==> src/ucmpwm_pkg.sv <==
package ucmpwm_pkg;
    // clock and serial timing
    localparam int CLK_HZ = 10_000_000;
    localparam int CLK_PERIOD_NS = 100;
    localparam int BAUD_TERM = 9600;
    localparam int BAUD_GUI = 115200;
    localparam logic [15:0] BIT_CYC_TERM = 16'(CLK_HZ / BAUD_TERM);
    localparam logic [15:0] BIT_CYC_GUI = 16'(CLK_HZ / BAUD_GUI);
    // datapath widths
    localparam int TMR_W = 20;
    localparam int FRQ_W = 17;
    localparam int DUTY_W = 7;
    localparam int ACC_W = 20;
    localparam int NUM_CH = 5;
    localparam int FIRST_TMR_CH = 3;
    // command bytes
    localparam logic [7:0] CMD_SEL_FIRST = 8'h61;
    localparam logic [7:0] CMD_SEL_LAST = 8'h65;
    localparam logic [7:0] CMD_DUTY_UP = 8'h66;
    localparam logic [7:0] CMD_DUTY_DOWN = 8'h67;
    localparam logic [7:0] CMD_FREQ_UP = 8'h68;
    localparam logic [7:0] CMD_FREQ_DOWN = 8'h69;
    localparam logic [7:0] CMD_FREQ_ENTRY = 8'h6A;
    localparam logic [7:0] CMD_DUTY_ENTRY = 8'h6B;
    localparam logic [7:0] CMD_APPLY = 8'h6C;
    localparam logic [7:0] DIGIT_0 = 8'h30;
    localparam logic [7:0] DIGIT_9 = 8'h39;
    // duty and frequency limits, percent and hertz
    localparam int FREQ_INIT_HZ = 1000;
    localparam int DUTY_INIT_PCT = 20;
    localparam logic [FRQ_W-1:0] FREQ_INIT = FRQ_W'(FREQ_INIT_HZ);
    localparam logic [FRQ_W-1:0] FREQ_STEP = FRQ_W'(500);
    localparam logic [FRQ_W-1:0] FREQ_MIN = FRQ_W'(10);
    localparam logic [FRQ_W-1:0] FREQ_MAX = FRQ_W'(50000);
    localparam logic [DUTY_W-1:0] DUTY_INIT = DUTY_W'(DUTY_INIT_PCT);
    localparam logic [DUTY_W-1:0] DUTY_STEP = DUTY_W'(10);
    localparam logic [DUTY_W-1:0] DUTY_MAX = DUTY_W'(100);
    localparam logic [ACC_W-1:0] ACC_CAP = ACC_W'(100000);
    // default tick counts
    localparam logic [TMR_W-1:0] PERIOD_INIT = TMR_W'(CLK_HZ / FREQ_INIT_HZ);
    localparam logic [TMR_W-1:0] HIGH_INIT = TMR_W'(CLK_HZ / FREQ_INIT_HZ * DUTY_INIT_PCT / 100);
    localparam logic [TMR_W-1:0] LOW_INIT = PERIOD_INIT - HIGH_INIT;
    // shared divider
    localparam logic [4:0] DIV_LAST = 5'h1F;
endpackage

==> src/ucmpwm_rx_if.sv <==
`timescale 1ns/1ps
// received bytes travel one way, the bit time the other
interface ucmpwm_rx_if;
    logic [7:0] rxByte; // last good byte
    logic rxValid; // one-cycle strobe
    logic [15:0] bitCycles; // clocks per serial bit
    modport rx (output rxByte, output rxValid, input bitCycles);
    modport ctl (input rxByte, input rxValid, output bitCycles);
endinterface

==> src/ucmpwm_core.sv <==
//
// Behaviour
// RULE1 - timers free-run; channels toggle on match
// RULE2 - match when timer count equals compare value
// RULE3 - each match inverts the channel output; code holds the level instead when the next high or low interval is zero
// RULE4 - match advances compare by high or low ticks
// RULE5 - five independent channels sharing two timers
// RULE6 - reset defaults: 20 percent, 1000 Hz
// RULE7 - bytes 0x61-0x65 select channel 0-4
// RULE8 - 0x66/0x67 step duty by ten points
// RULE9 - 0x68/0x69 step frequency by 500 Hz
// RULE10 - 0x6A brackets decimal frequency entry
// RULE11 - 0x6B brackets decimal duty entry
// RULE12 - unknown bytes are dropped without effect
// RULE13 - accepted byte held in pending command register
// RULE14 - compare value changes only at a match
// RULE15 - 9600 baud terminal, 115200 baud gui
// RULE16 - gui mode: apply updates outputs, lights lamp
// RULE17 - 8n1 bytes; ascii digits, msd first
// RULE18 - duty saturates 0-100; frequency kept positive
`timescale 1ns/1ps
module ucmpwm_core #(
    parameter int TW = ucmpwm_pkg::TMR_W
) (
    input wire logic clk,
    input wire logic srst,
    input wire logic rxd,
    input wire logic guiMode,
    output logic [ucmpwm_pkg::NUM_CH-1:0] pwmOut,
    output logic lampOn
);
    localparam int NC = ucmpwm_pkg::NUM_CH;
    localparam int FW = ucmpwm_pkg::FRQ_W;
    localparam int DW = ucmpwm_pkg::DUTY_W;
    localparam int AW = ucmpwm_pkg::ACC_W;

    typedef enum logic [1:0] {ST_IDLE, ST_DIVP, ST_DIVH} ucmpwm_st_e;
    typedef enum logic [1:0] {ENT_NONE, ENT_FREQ, ENT_DUTY} ucmpwm_ent_e;
    // all core state
    typedef struct packed {
        ucmpwm_st_e st; // command sequencer
        ucmpwm_ent_e ent; // open digit entry, if any
        logic [1:0][TW-1:0] tmr; // two free-running timers
        logic [NC-1:0][TW-1:0] cmp; // compare points
        logic [NC-1:0] lvl; // output levels
        logic [NC-1:0][TW-1:0] hiT; // live high ticks
        logic [NC-1:0][TW-1:0] loT; // live low ticks
        logic [NC-1:0][TW-1:0] hiS; // staged high ticks
        logic [NC-1:0][TW-1:0] loS; // staged low ticks
        logic [NC-1:0][FW-1:0] freq; // hertz per channel
        logic [NC-1:0][DW-1:0] duty; // percent per channel
        logic [2:0] sel; // channel being edited
        logic [7:0] pend; // pending command byte
        logic pendV; // pending command present
        logic [AW-1:0] acc; // decimal accumulator
        logic [31:0] num; // dividend, then quotient
        logic [TW:0] rem; // partial remainder
        logic [TW-1:0] den; // divisor
        logic [4:0] dcnt; // divider step
        logic [TW-1:0] period; // ticks per period
        logic lamp; // apply acknowledge
    } ucmpwm_s;
    ucmpwm_s s_q;
    ucmpwm_s s_d;

    ucmpwm_rx_if rxIf ();
    logic [NC-1:0] hit; // per-channel compare match

    // channel select byte
    function automatic logic isSel(input logic [7:0] b);
        return (b >= ucmpwm_pkg::CMD_SEL_FIRST) && (b <= ucmpwm_pkg::CMD_SEL_LAST);
    endfunction

    // ascii decimal digit
    function automatic logic isDigit(input logic [7:0] b);
        return (b >= ucmpwm_pkg::DIGIT_0) && (b <= ucmpwm_pkg::DIGIT_9);
    endfunction

    // bytes worth keeping; digits only while an entry is open
    function automatic logic accept(input logic [7:0] b, input ucmpwm_ent_e e);
        return ((b >= ucmpwm_pkg::CMD_SEL_FIRST) && (b <= ucmpwm_pkg::CMD_APPLY))
            || ((e != ENT_NONE) && isDigit(b));
    endfunction

    // serial bit time follows the operating mode
    assign rxIf.bitCycles = guiMode ? ucmpwm_pkg::BIT_CYC_GUI : ucmpwm_pkg::BIT_CYC_TERM; // RULE15

    // byte receiver, 8n1
    ucmpwm_uart_rx uRx (
        .clk(clk),
        .srst(srst),
        .rxd(rxd), // RULE17
        .rxPort(rxIf.rx)
    );

    // channels 0-2 watch the first timer, 3-4 the second
    for (genvar g = 0; g < NC; g++) begin : gHit
        localparam int TIDX = (g < ucmpwm_pkg::FIRST_TMR_CH) ? 0 : 1;
        assign hit[g] = (s_q.cmp[g] == s_q.tmr[TIDX]); // RULE2 RULE5
    end

    // next-state logic
    always_comb begin
        logic nxt;
        logic go;
        logic qBit;
        logic [TW:0] remSh;
        logic [31:0] quo;
        logic [TW-1:0] hiNew;
        logic [FW-1:0] f;
        logic [DW-1:0] d;
        nxt = 1'b0;
        go = 1'b0;
        qBit = 1'b0;
        remSh = '0;
        quo = '0;
        hiNew = '0;
        f = s_q.freq[s_q.sel];
        d = s_q.duty[s_q.sel];
        s_d = s_q;

        // timers never stop or reload
        for (int t = 0; t < 2; t++) begin
            s_d.tmr[t] = s_q.tmr[t] + TW'(1); // RULE1
        end

        // toggle and re-arm; a zero interval pins the level instead
        for (int c = 0; c < NC; c++) begin
            if (hit[c]) begin
                nxt = ~s_q.lvl[c]; // RULE3
                if (nxt && s_q.hiT[c] == '0) begin
                    nxt = 1'b0;
                end else if (!nxt && s_q.loT[c] == '0) begin
                    nxt = 1'b1;
                end
                s_d.lvl[c] = nxt;
                s_d.cmp[c] = s_q.cmp[c] + (nxt ? s_q.hiT[c] : s_q.loT[c]); // RULE4 RULE14
            end
        end

        // pending command is consumed by the idle sequencer
        if (s_q.st == ST_IDLE && s_q.pendV) begin
            s_d.pendV = 1'b0;
        end
        // a new byte in the same cycle wins over the consume
        if (rxIf.rxValid && accept(rxIf.rxByte, s_q.ent)) begin // RULE12
            s_d.pend = rxIf.rxByte; // RULE13
            s_d.pendV = 1'b1;
        end

        unique case (s_q.st)
            ST_IDLE: begin
                if (s_q.pendV) begin
                    s_d.lamp = 1'b0;
                    if (isSel(s_q.pend)) begin
                        s_d.sel = 3'(s_q.pend - ucmpwm_pkg::CMD_SEL_FIRST); // RULE7
                    end else if (s_q.pend == ucmpwm_pkg::CMD_DUTY_UP) begin
                        s_d.duty[s_q.sel] = (d > ucmpwm_pkg::DUTY_MAX - ucmpwm_pkg::DUTY_STEP)
                            ? ucmpwm_pkg::DUTY_MAX : d + ucmpwm_pkg::DUTY_STEP; // RULE8 RULE18
                        go = 1'b1;
                    end else if (s_q.pend == ucmpwm_pkg::CMD_DUTY_DOWN) begin
                        s_d.duty[s_q.sel] = (d < ucmpwm_pkg::DUTY_STEP)
                            ? '0 : d - ucmpwm_pkg::DUTY_STEP; // RULE8 RULE18
                        go = 1'b1;
                    end else if (s_q.pend == ucmpwm_pkg::CMD_FREQ_UP) begin
                        s_d.freq[s_q.sel] = (f > ucmpwm_pkg::FREQ_MAX - ucmpwm_pkg::FREQ_STEP)
                            ? ucmpwm_pkg::FREQ_MAX : f + ucmpwm_pkg::FREQ_STEP; // RULE9
                        go = 1'b1;
                    end else if (s_q.pend == ucmpwm_pkg::CMD_FREQ_DOWN) begin
                        s_d.freq[s_q.sel] = (f < ucmpwm_pkg::FREQ_MIN + ucmpwm_pkg::FREQ_STEP)
                            ? ucmpwm_pkg::FREQ_MIN : f - ucmpwm_pkg::FREQ_STEP; // RULE9 RULE18
                        go = 1'b1;
                    end else if (s_q.pend == ucmpwm_pkg::CMD_FREQ_ENTRY) begin
                        if (s_q.ent == ENT_FREQ) begin
                            // closing delimiter: clamp into the usable range
                            if (s_q.acc < AW'(ucmpwm_pkg::FREQ_MIN)) begin
                                s_d.freq[s_q.sel] = ucmpwm_pkg::FREQ_MIN; // RULE18
                            end else if (s_q.acc > AW'(ucmpwm_pkg::FREQ_MAX)) begin
                                s_d.freq[s_q.sel] = ucmpwm_pkg::FREQ_MAX;
                            end else begin
                                s_d.freq[s_q.sel] = FW'(s_q.acc); // RULE10
                            end
                            s_d.ent = ENT_NONE;
                            go = 1'b1;
                        end else begin
                            // opening delimiter; abandons any duty entry
                            s_d.ent = ENT_FREQ; // RULE10
                            s_d.acc = '0;
                        end
                    end else if (s_q.pend == ucmpwm_pkg::CMD_DUTY_ENTRY) begin
                        if (s_q.ent == ENT_DUTY) begin
                            s_d.duty[s_q.sel] = (s_q.acc > AW'(ucmpwm_pkg::DUTY_MAX))
                                ? ucmpwm_pkg::DUTY_MAX : DW'(s_q.acc); // RULE11 RULE18
                            s_d.ent = ENT_NONE;
                            go = 1'b1;
                        end else begin
                            s_d.ent = ENT_DUTY; // RULE11
                            s_d.acc = '0;
                        end
                    end else if (s_q.pend == ucmpwm_pkg::CMD_APPLY) begin
                        // staged ticks go live together; ignored in terminal mode
                        if (guiMode) begin
                            s_d.hiT = s_q.hiS; // RULE16
                            s_d.loT = s_q.loS;
                            s_d.lamp = 1'b1;
                        end
                    end else if (isDigit(s_q.pend)) begin
                        // most significant digit first; stops growing at the cap
                        if (s_q.acc < ucmpwm_pkg::ACC_CAP) begin
                            s_d.acc = AW'(s_q.acc * AW'(10)
                                + AW'(s_q.pend - ucmpwm_pkg::DIGIT_0)); // RULE17
                        end
                    end
                    if (go) begin
                        // period = clock rate / frequency
                        s_d.st = ST_DIVP; // RULE4
                        s_d.num = 32'(ucmpwm_pkg::CLK_HZ);
                        s_d.den = TW'(s_d.freq[s_q.sel]);
                        s_d.rem = '0;
                        s_d.dcnt = '0;
                    end
                end
            end
            ST_DIVP, ST_DIVH: begin
                // one restoring division step per clock; 32 steps per divide
                remSh = {s_q.rem[TW-1:0], s_q.num[31]};
                qBit = (remSh >= {1'b0, s_q.den});
                s_d.rem = qBit ? remSh - {1'b0, s_q.den} : remSh;
                s_d.num = {s_q.num[30:0], qBit};
                s_d.dcnt = s_q.dcnt + 5'h01;
                if (s_q.dcnt == ucmpwm_pkg::DIV_LAST) begin
                    quo = {s_q.num[30:0], qBit};
                    if (s_q.st == ST_DIVP) begin
                        // high ticks = period * duty / 100
                        s_d.period = quo[TW-1:0];
                        s_d.st = ST_DIVH;
                        s_d.num = 32'(quo[TW-1:0]) * 32'(s_q.duty[s_q.sel]);
                        s_d.den = TW'(ucmpwm_pkg::DUTY_MAX);
                        s_d.rem = '0;
                        s_d.dcnt = '0;
                    end else begin
                        // in terminal mode live ticks change now, the compare only at its next match; gui mode only stages them
                        hiNew = quo[TW-1:0];
                        s_d.hiS[s_q.sel] = hiNew;
                        s_d.loS[s_q.sel] = s_q.period - hiNew;
                        if (!guiMode) begin
                            s_d.hiT[s_q.sel] = hiNew; // RULE14 RULE16
                            s_d.loT[s_q.sel] = s_q.period - hiNew;
                        end
                        s_d.st = ST_IDLE;
                    end
                end
            end
        endcase

        // synchronous reset to the power-on waveform
        if (srst) begin
            s_d = '0;
            s_d.freq = {NC{ucmpwm_pkg::FREQ_INIT}}; // RULE6
            s_d.duty = {NC{ucmpwm_pkg::DUTY_INIT}};
            s_d.hiT = {NC{TW'(ucmpwm_pkg::HIGH_INIT)}};
            s_d.loT = {NC{TW'(ucmpwm_pkg::LOW_INIT)}};
            s_d.hiS = {NC{TW'(ucmpwm_pkg::HIGH_INIT)}};
            s_d.loS = {NC{TW'(ucmpwm_pkg::LOW_INIT)}};
            s_d.cmp = {NC{TW'(ucmpwm_pkg::HIGH_INIT)}};
            s_d.lvl = '1;
        end
    end

    // state register
    always_ff @(posedge clk) begin
        s_q <= s_d;
    end

    assign pwmOut = s_q.lvl;
    assign lampOn = s_q.lamp;
endmodule

==> src/ucmpwm_uart_rx.sv <==
`timescale 1ns/1ps
module ucmpwm_uart_rx (
    input wire logic clk,
    input wire logic srst,
    input wire logic rxd,
    ucmpwm_rx_if.rx rxPort
);
    typedef enum logic [1:0] {RX_IDLE, RX_START, RX_DATA, RX_STOP} ucmpwm_rxst_e;
    // whole receiver state
    typedef struct packed {
        ucmpwm_rxst_e st;
        logic [15:0] cnt; // down counter to next sample
        logic [2:0] bitIdx; // data bit number
        logic [7:0] shift; // lsb first assembly
        logic [7:0] data; // held output byte
        logic valid; // output strobe
    } ucmpwm_rx_s;
    ucmpwm_rx_s s_q;
    ucmpwm_rx_s s_d;

    // 8n1 framing, sample mid-bit
    always_comb begin
        s_d = s_q;
        s_d.valid = 1'b0;
        unique case (s_q.st)
            RX_IDLE: begin
                // falling edge starts a frame; wait half a bit
                if (!rxd) begin
                    s_d.st = RX_START;
                    s_d.cnt = {1'b0, rxPort.bitCycles[15:1]};
                end
            end
            RX_START: begin
                if (s_q.cnt != 16'h0000) begin
                    s_d.cnt = s_q.cnt - 16'h0001;
                end else if (!rxd) begin
                    s_d.st = RX_DATA;
                    s_d.bitIdx = 3'h0;
                    s_d.cnt = rxPort.bitCycles - 16'h0001;
                end else begin
                    // glitch, not a start bit
                    s_d.st = RX_IDLE;
                end
            end
            RX_DATA: begin
                if (s_q.cnt != 16'h0000) begin
                    s_d.cnt = s_q.cnt - 16'h0001;
                end else begin
                    s_d.shift = {rxd, s_q.shift[7:1]};
                    s_d.cnt = rxPort.bitCycles - 16'h0001;
                    s_d.bitIdx = s_q.bitIdx + 3'h1;
                    if (s_q.bitIdx == 3'h7) begin
                        s_d.st = RX_STOP;
                    end
                end
            end
            RX_STOP: begin
                if (s_q.cnt != 16'h0000) begin
                    s_d.cnt = s_q.cnt - 16'h0001;
                end else begin
                    // a low stop bit is a framing error: byte dropped
                    if (rxd) begin
                        s_d.data = s_q.shift;
                        s_d.valid = 1'b1;
                    end
                    s_d.st = RX_IDLE;
                end
            end
        endcase
        if (srst) begin
            s_d = '0;
        end
    end

    // state register
    always_ff @(posedge clk) begin
        s_q <= s_d;
    end

    assign rxPort.rxByte = s_q.data;
    assign rxPort.rxValid = s_q.valid;
endmodule
==> config.mk <==
export PLATFORM = sky130hd
export DESIGN_NAME = ucmpwm_core
export DESIGN_NICKNAME = d
export VERILOG_FILES = /design/src/ucmpwm_pkg.sv /design/src/ucmpwm_rx_if.sv /design/src/ucmpwm_core.sv /design/src/ucmpwm_uart_rx.sv
export SDC_FILE = /design/constraint.sdc
export NUM_CORES = 2
export LEC_CHECK = 0
export BUFFER_PORTS_ARGS = -buffer_cell sky130_fd_sc_hd__buf_2
export CAP_MARGIN = 20
export CORE_MARGIN = 2
export CORE_UTILIZATION = 30
export CTS_CLUSTER_SIZE = 28
export DETAILED_ROUTE_END_ITERATION = 8
export GPL_TIMING_DRIVEN = 1
export HOLD_SLACK_MARGIN = 0.12
export PLACE_DENSITY_LB_ADDON = 0.08
export SYNTH_ARGS = -nofsm -noshare
export SYNTH_HDL_FRONTEND = slang
export SYNTH_SLANG_ARGS = --single-unit
export TNS_END_PERCENT = 10
==> constraint.sdc <==
create_clock -name clk -period 10.9 [get_ports clk]
set_clock_uncertainty 0.05 [all_clocks]
set_input_delay 3.27 -clock clk [delete_from_list [all_inputs] [get_ports clk]]
set_output_delay 3.27 -clock clk [all_outputs]
set_load 0.02 [all_outputs]
Word level (Yosys, flattened, before mapping) --
Cells that the tools add are included.
Storage, ports and cells: flip-flop bits (word level) 837, output and inout bits 6, logic and storage cells 373, input port bits 4
Operators by class: order comparisons 19, multiplexer cells 144, multiply operators 2, reduce and logical (&&, ||, !) cells 56, bitwise operators 19, equality and inequality tests 53, add/sub/neg operators 20
Operator list (number):
- two-way mux 200 bit | 11
- two-way mux 400 bit | 2
- two-way mux 85 bit | 8
- bitwise mux 100 bit | 4
- one-hot mux 200 bit (2 select lines) | 1
- two-way mux 120 bit | 3
- two-way mux 20 bit | 13
- bitwise mux 85 bit | 3
- two-way mux 35 bit | 7
- zero test 20 bit | 10
- two-way mux 98 bit | 2
- two-way mux 78 bit | 2
- one-hot mux 78 bit (2 select lines) | 1
- adder 20 bit | 6
- bitwise mux 35 bit | 3
- binary-select mux 17 bit (select 3 bit) | 2
- equality test 20 bit | 5
- two-way mux 17 bit | 5
- bitwise AND 75 bit | 1
- inverter 75 bit | 1
- one-hot mux 18 bit (4 select lines) | 1
- demux 20 bit (select 3 bit) | 1
- equality test 8 x 7 -> 1 bit, second input constant | 7
- bitwise AND 55 bit | 1
- 74 further kinds | 213

Depth between registers and ports, before layout --
word-level depth 22, mapped depth 31, mapped depth without buffers 29

Cells and area by module --
From an unflattened synthesis, not the netlist that was laid out.
Unflattened totals: cell total of the unflattened synthesis 6649, area total of the unflattened synthesis 52584.2 µm²
Modules (own cells, without submodules):
- ucmpwm_core | instances 1, area an instance 50136.8 µm², cells an instance 6345, seq. area each 15935.3 µm²
- ucmpwm_uart_rx | instances 1, area an instance 2447.3 µm², cells an instance 304, seq. area each 760.7 µm²

Least setup slack after synthesis --
OpenSTA, ideal clock, no wires.
path type flip-flop to flip-flop, start point register s_q[27] (netlist name), end point register s_q[93] (netlist name), buffers on the path 1, data required time 10.720 ns, cell stages (with the launch flop) 29, arrival 6.675 ns, path slack 4.045 ns, setup time 0.130 ns, clock period less this slack 6.855 ns, path through dfxtp_1 > inv_1 > ha_1 > nor2b_1 > o21ai_0 > a21boi_0 > o21ai_0 > a211oi_1 > o21ai_0 > a311o_1 > nand3_1 > clkbuf_1 > nand2_1 > fa_1 > fa_1 > inv_1 > fa_1 > inv_1 > fa_1 > inv_1 > ha_1 > a21boi_0 > o21ai_0 > o311ai_0 > a41oi_1 > o21ai_0 > o21ai_0 > xnor2_1 > o22ai_1
Between the ends: longest elaborated chain between the ends 5
RTL lines:
- from (decl) | line ucmpwm_core.sv:63 | ucmpwm_s s_q;
- from (signal assigned) | line ucmpwm_core.sv:272 | s_q <= s_d;
- greater-or-equal comparator 21 x 20 -> 1 bit | line ucmpwm_core.sv:227 | qBit = (remSh >= {1'b0, s_q.den});
- multiplier 20 x 7 -> 27 bit | line ucmpwm_core.sv:237 | s_d.num = 32'(quo[TW-1:0]) * 32'(s_q.duty[s_q.sel]);
- two-way mux 98 bit | line ucmpwm_core.sv:233 | if (s_q.st == ST_DIVP) begin
- two-way mux 98 bit | line ucmpwm_core.sv:231 | if (s_q.dcnt == ucmpwm_pkg::DIV_LAST) begin
- one-hot mux 78 bit (2 select lines) | line ucmpwm_core.sv:151 | unique case (s_q.st)
No other way between the ends. The select of a mux whose other input is x is not followed. A chain may end at the register's enable or synchronous reset.

Worst setup path in the final report --
Ends and elaborated chain as after synthesis.

==> results.tsv <==
stage	metric	value	unit
status	outcome	finished clean	
placed_design	hpwlAfterDp	138	mm
detailed_routing	drt_iter0_markers	4277	
hold_path	holdPathStages	2	
detailed_routing	num_vias	48586	
worst_setup_path	cp_max_fo	29	
logic_synthesis	yosysSeqAreaShare	31.8	%
final_layout	diodes	0	
logic_synthesis	synth_edf_count	0	
die	rows	153	
die	die_y	422	um
final_layout	final_common_cell	dfxtp_1	
logic_synthesis	ys_ff_latch	834	
die	fp.dieW	422	um
hold_path	min_to	s_q[96]$_SDFFE_PP0P_	
detailed_routing	drc	0	
logic_synthesis	netlist.area_leader.share	31.8	%
power_and_ir_drop	total_power	0.00690	W
sta	worst_pin_slew	1170	ps
detailed_routing	ant_nets	0	
cts	ctsLongestPathBuffers	3	
sta	tns	0	ps
final_layout	nFillCells	18539	
sta	hold_violations	0	
logic_synthesis	ys_async_sr_fraction	0	%
final_layout	drive_gt1_share	8.53	%
global_routing	grt.total_usage	22.5	%
die	initial_core_util	30.2	%
detailed_routing	m1WireLength	100	mm
cts	clock_latency	770	ps
worst_setup_path	reg2reg_from	s_q[27]$_SDFFE_PP0P_	
detailed_routing	topRoutingLayerUsed	met5	
cts	post_cts_buffers	0	
job	cap_violations	0	
sta	slew_violations	0	
worst_setup_path	worstReg2RegEnd	s_q[93]$_SDFFE_PP0P_	
worst_setup_path	cp.required	11450	ps
detailed_routing	finalWirelength	206	mm
logic_synthesis	ys_warn_count	0	
worst_setup_path	crit_path_end_kind	register	
worst_setup_path	r2r_cells	29	
sta	slew_headroom	21.8	%
logic_synthesis	synth.top_cells.by_area	dfxtp_1 (32%), a21oi_1 (5.9%), ha_1 (5.9%), nand2_1 (5.7%), nor2_1 (5.3%)	
die	io_pins	10	
logic_synthesis	yosysTopAreaCell	dfxtp_1	
cts	cts_resized	0	
placed_design	post-place-ws	2760	ps
die	core	0.174	mm^2
sta	whs	388	ps
logic_synthesis	syn_nets	6939	
worst_setup_path	crit_path_frequent_cell	o21ai_0	
global_routing	first_global_vias	46437	
worst_setup_path	cp-start-kind	register	
cts	cts_tree	built	
cts	cts_hold_buf	0	
detailed_routing	wl_met2	88.3	mm
detailed_routing	wl_met3	12.4	mm
cts	cts.sinks	834	
sta	finalSetupViolations	0	
cts	cts_root_buf	clkbuf_16	
logic_synthesis	avgSynthCellArea	7.96	um^2
cts	cts_buffers	106	
worst_setup_path	arrival	8850	ps
sta	layout_min_cycle_time	8300	ps
final_layout	layout-area-overhead-vs-synth	11.4	%
logic_synthesis	ys.flop_type	dfxtp_1	
sta	max_freq	0.121	GHz
logic_synthesis	synthesis.area	0.0524	mm^2
final_layout	finalCoreUtilization	33.6	%
power_and_ir_drop	leakagePower	22.0	nW
final_layout	final_cell_mix	dfxtp_1 (830), nand2_1 (784), nor2_1 (728)	
power_and_ir_drop	vdd_drop_max	0.128	mV
hold_path	hold_class	reg -> reg	
global_routing	grt_overflow	0	
worst_setup_path	critical-path-max-stage-delay	730	ps
hold_path	hold_path_startpoint	s_q[95]$_SDFFE_PP0P_	
global_routing	antenna_found_initial	7	
worst_setup_path	crit_type	reg -> reg	
die	design.die.area	0.178	mm^2
global_routing	grt_pass1_wl	310	mm
global_routing	grt_start_max_net_pins	194	
final_layout	nets	6714	
detailed_routing	drtPass1Iterations	5	
sta	min_period_over_period	76.1	%
power_and_ir_drop	power_density	118	mW/mm^2
sta	rsz0062_at_grt	no	
sta	fin_ws	2600	ps
placed_design	port_buffers	9	
placed_design	gp_congestion	0.911	
detailed_routing	via_per_inst	5.54	
detailed_routing	wl_per_cell	23.5	um
logic_synthesis	netlist_instances	6591	
cts	clkSlewWorstSetupHoldPaths	60	ps
worst_setup_path	slowest_stage	o311ai_0	
cts	htree_levels	3	
logic_synthesis	ys_types	115	
worst_setup_path	rrSetupSlack	2600	ps
==> where the power goes <==
part | switching, W | internal, W
combinational | 0.000156 | 0.0000661
clock | 0.00152 | 0.00207
sequential | 0.0000219 | 0.00306
==> area by class of cell <==
cell class | count | area (um^2) | share of cell area, %
Inverter | 212 | 801 | 1.37
Multi-Input combinational cell | 5064 | 33400 | 57.1
Tap cell | 2325 | 2910 | 4.98
Sequential cell | 834 | 16700 | 28.6
Clock inverter | 35 | 489 | 0.837
Clock buffer | 155 | 3030 | 5.18
Timing Repair Buffer | 148 | 1110 | 1.91
==> registers in the layout, indices dropped and copies added (netlist names) <==
signal / flops
lampOn: 1
pwmOut: 5
s_q: 790
uRx.rxPort.rxByte: 8
uRx.rxPort.rxValid: 1
uRx.s_q: 29
==> logic make-up (layout without fill, tap and decap cells) <==
logic type / count (synthesis) / in the layout / synth area share [%]
simple gates: 2302 / 2302 / 19.8
compound gates: 1856 / 1856 / 23.1
flops: 834 / 834 / 31.8
buf+inv: 693 / 550 / 5.25
fa+ha+maj: 344 / 344 / 9.61
xor+xnor: 324 / 324 / 5.43
mux: 238 / 238 / 4.93
==> worst max-delay path, delay by kind of cell, from the launching register on <==
family / cells / cell delay (ps)
buf+inv: 6 / 790
fa+ha+maj: 6 / 2320
xor+xnor: 1 / 200
flops: 1 / 330
compound gates: 13 / 3940
simple gates: 3 / 500
==> cells in the mapped netlist (38+ instances only) <==
cell type    n
nor2_1     742
nor3_1     206
a221oi_1   153
fa_1        98
nand3_1    128
a21oi_1    615
o21ai_1     38
o211ai_1    55
nor4_1      75
a31oi_1     73
or3_1       38
xor2_1     147
nand4_1     43
a211oi_1   126
nor2b_1     49
mux2_2     100
clkbuf_1   386
and3_1      51
a21o_1      61
a22oi_1     47
dfxtp_1    834
o21ai_0    307
buf_1       49
ha_1       246
nand2_1    791
xnor2_1    176
mux2i_1    129
a211o_1     47
inv_1      211
==> worst max-delay path by stage <==
stage	from	endpoint	slack (ps)	depth (start not counted)
floorplan	s_q[27]$_SDFFE_PP0P_	s_q[93]$_SDFFE_PP0P_	4040	28
global placement	s_q[27]$_SDFFE_PP0P_	s_q[93]$_SDFFE_PP0P_	2770	29
detailed placement	s_q[27]$_SDFFE_PP0P_	s_q[93]$_SDFFE_PP0P_	2760	29
CTS	s_q[27]$_SDFFE_PP0P_	s_q[93]$_SDFFE_PP0P_	2700	29
global route	s_q[27]$_SDFFE_PP0P_	s_q[93]$_SDFFE_PP0P_	1960	29
finish	s_q[27]$_SDFFE_PP0P_	s_q[93]$_SDFFE_PP0P_	2600	29
==> per-layer routing <==
| layer | track usage [%] | up-vias |
|---|---|---|
| met5 | 0 | - |
| met4 | 6.20 | 4 |
| met3 | 3.45 | 276 |
| met2 | 33.7 | 1449 |
| met1 | 33.1 | 23675 |
| li1 | - | 23182 |
==> stage by stage <==
stage	area [um^2]	cells
final	58400	8773
after global routing	58400	8773
after CTS	58400	8771
after detailed placement	54900	8581
after global placement	54900	8581
after floorplan	52400	6591
No activity file was read; power rests on OpenSTA's default activity.
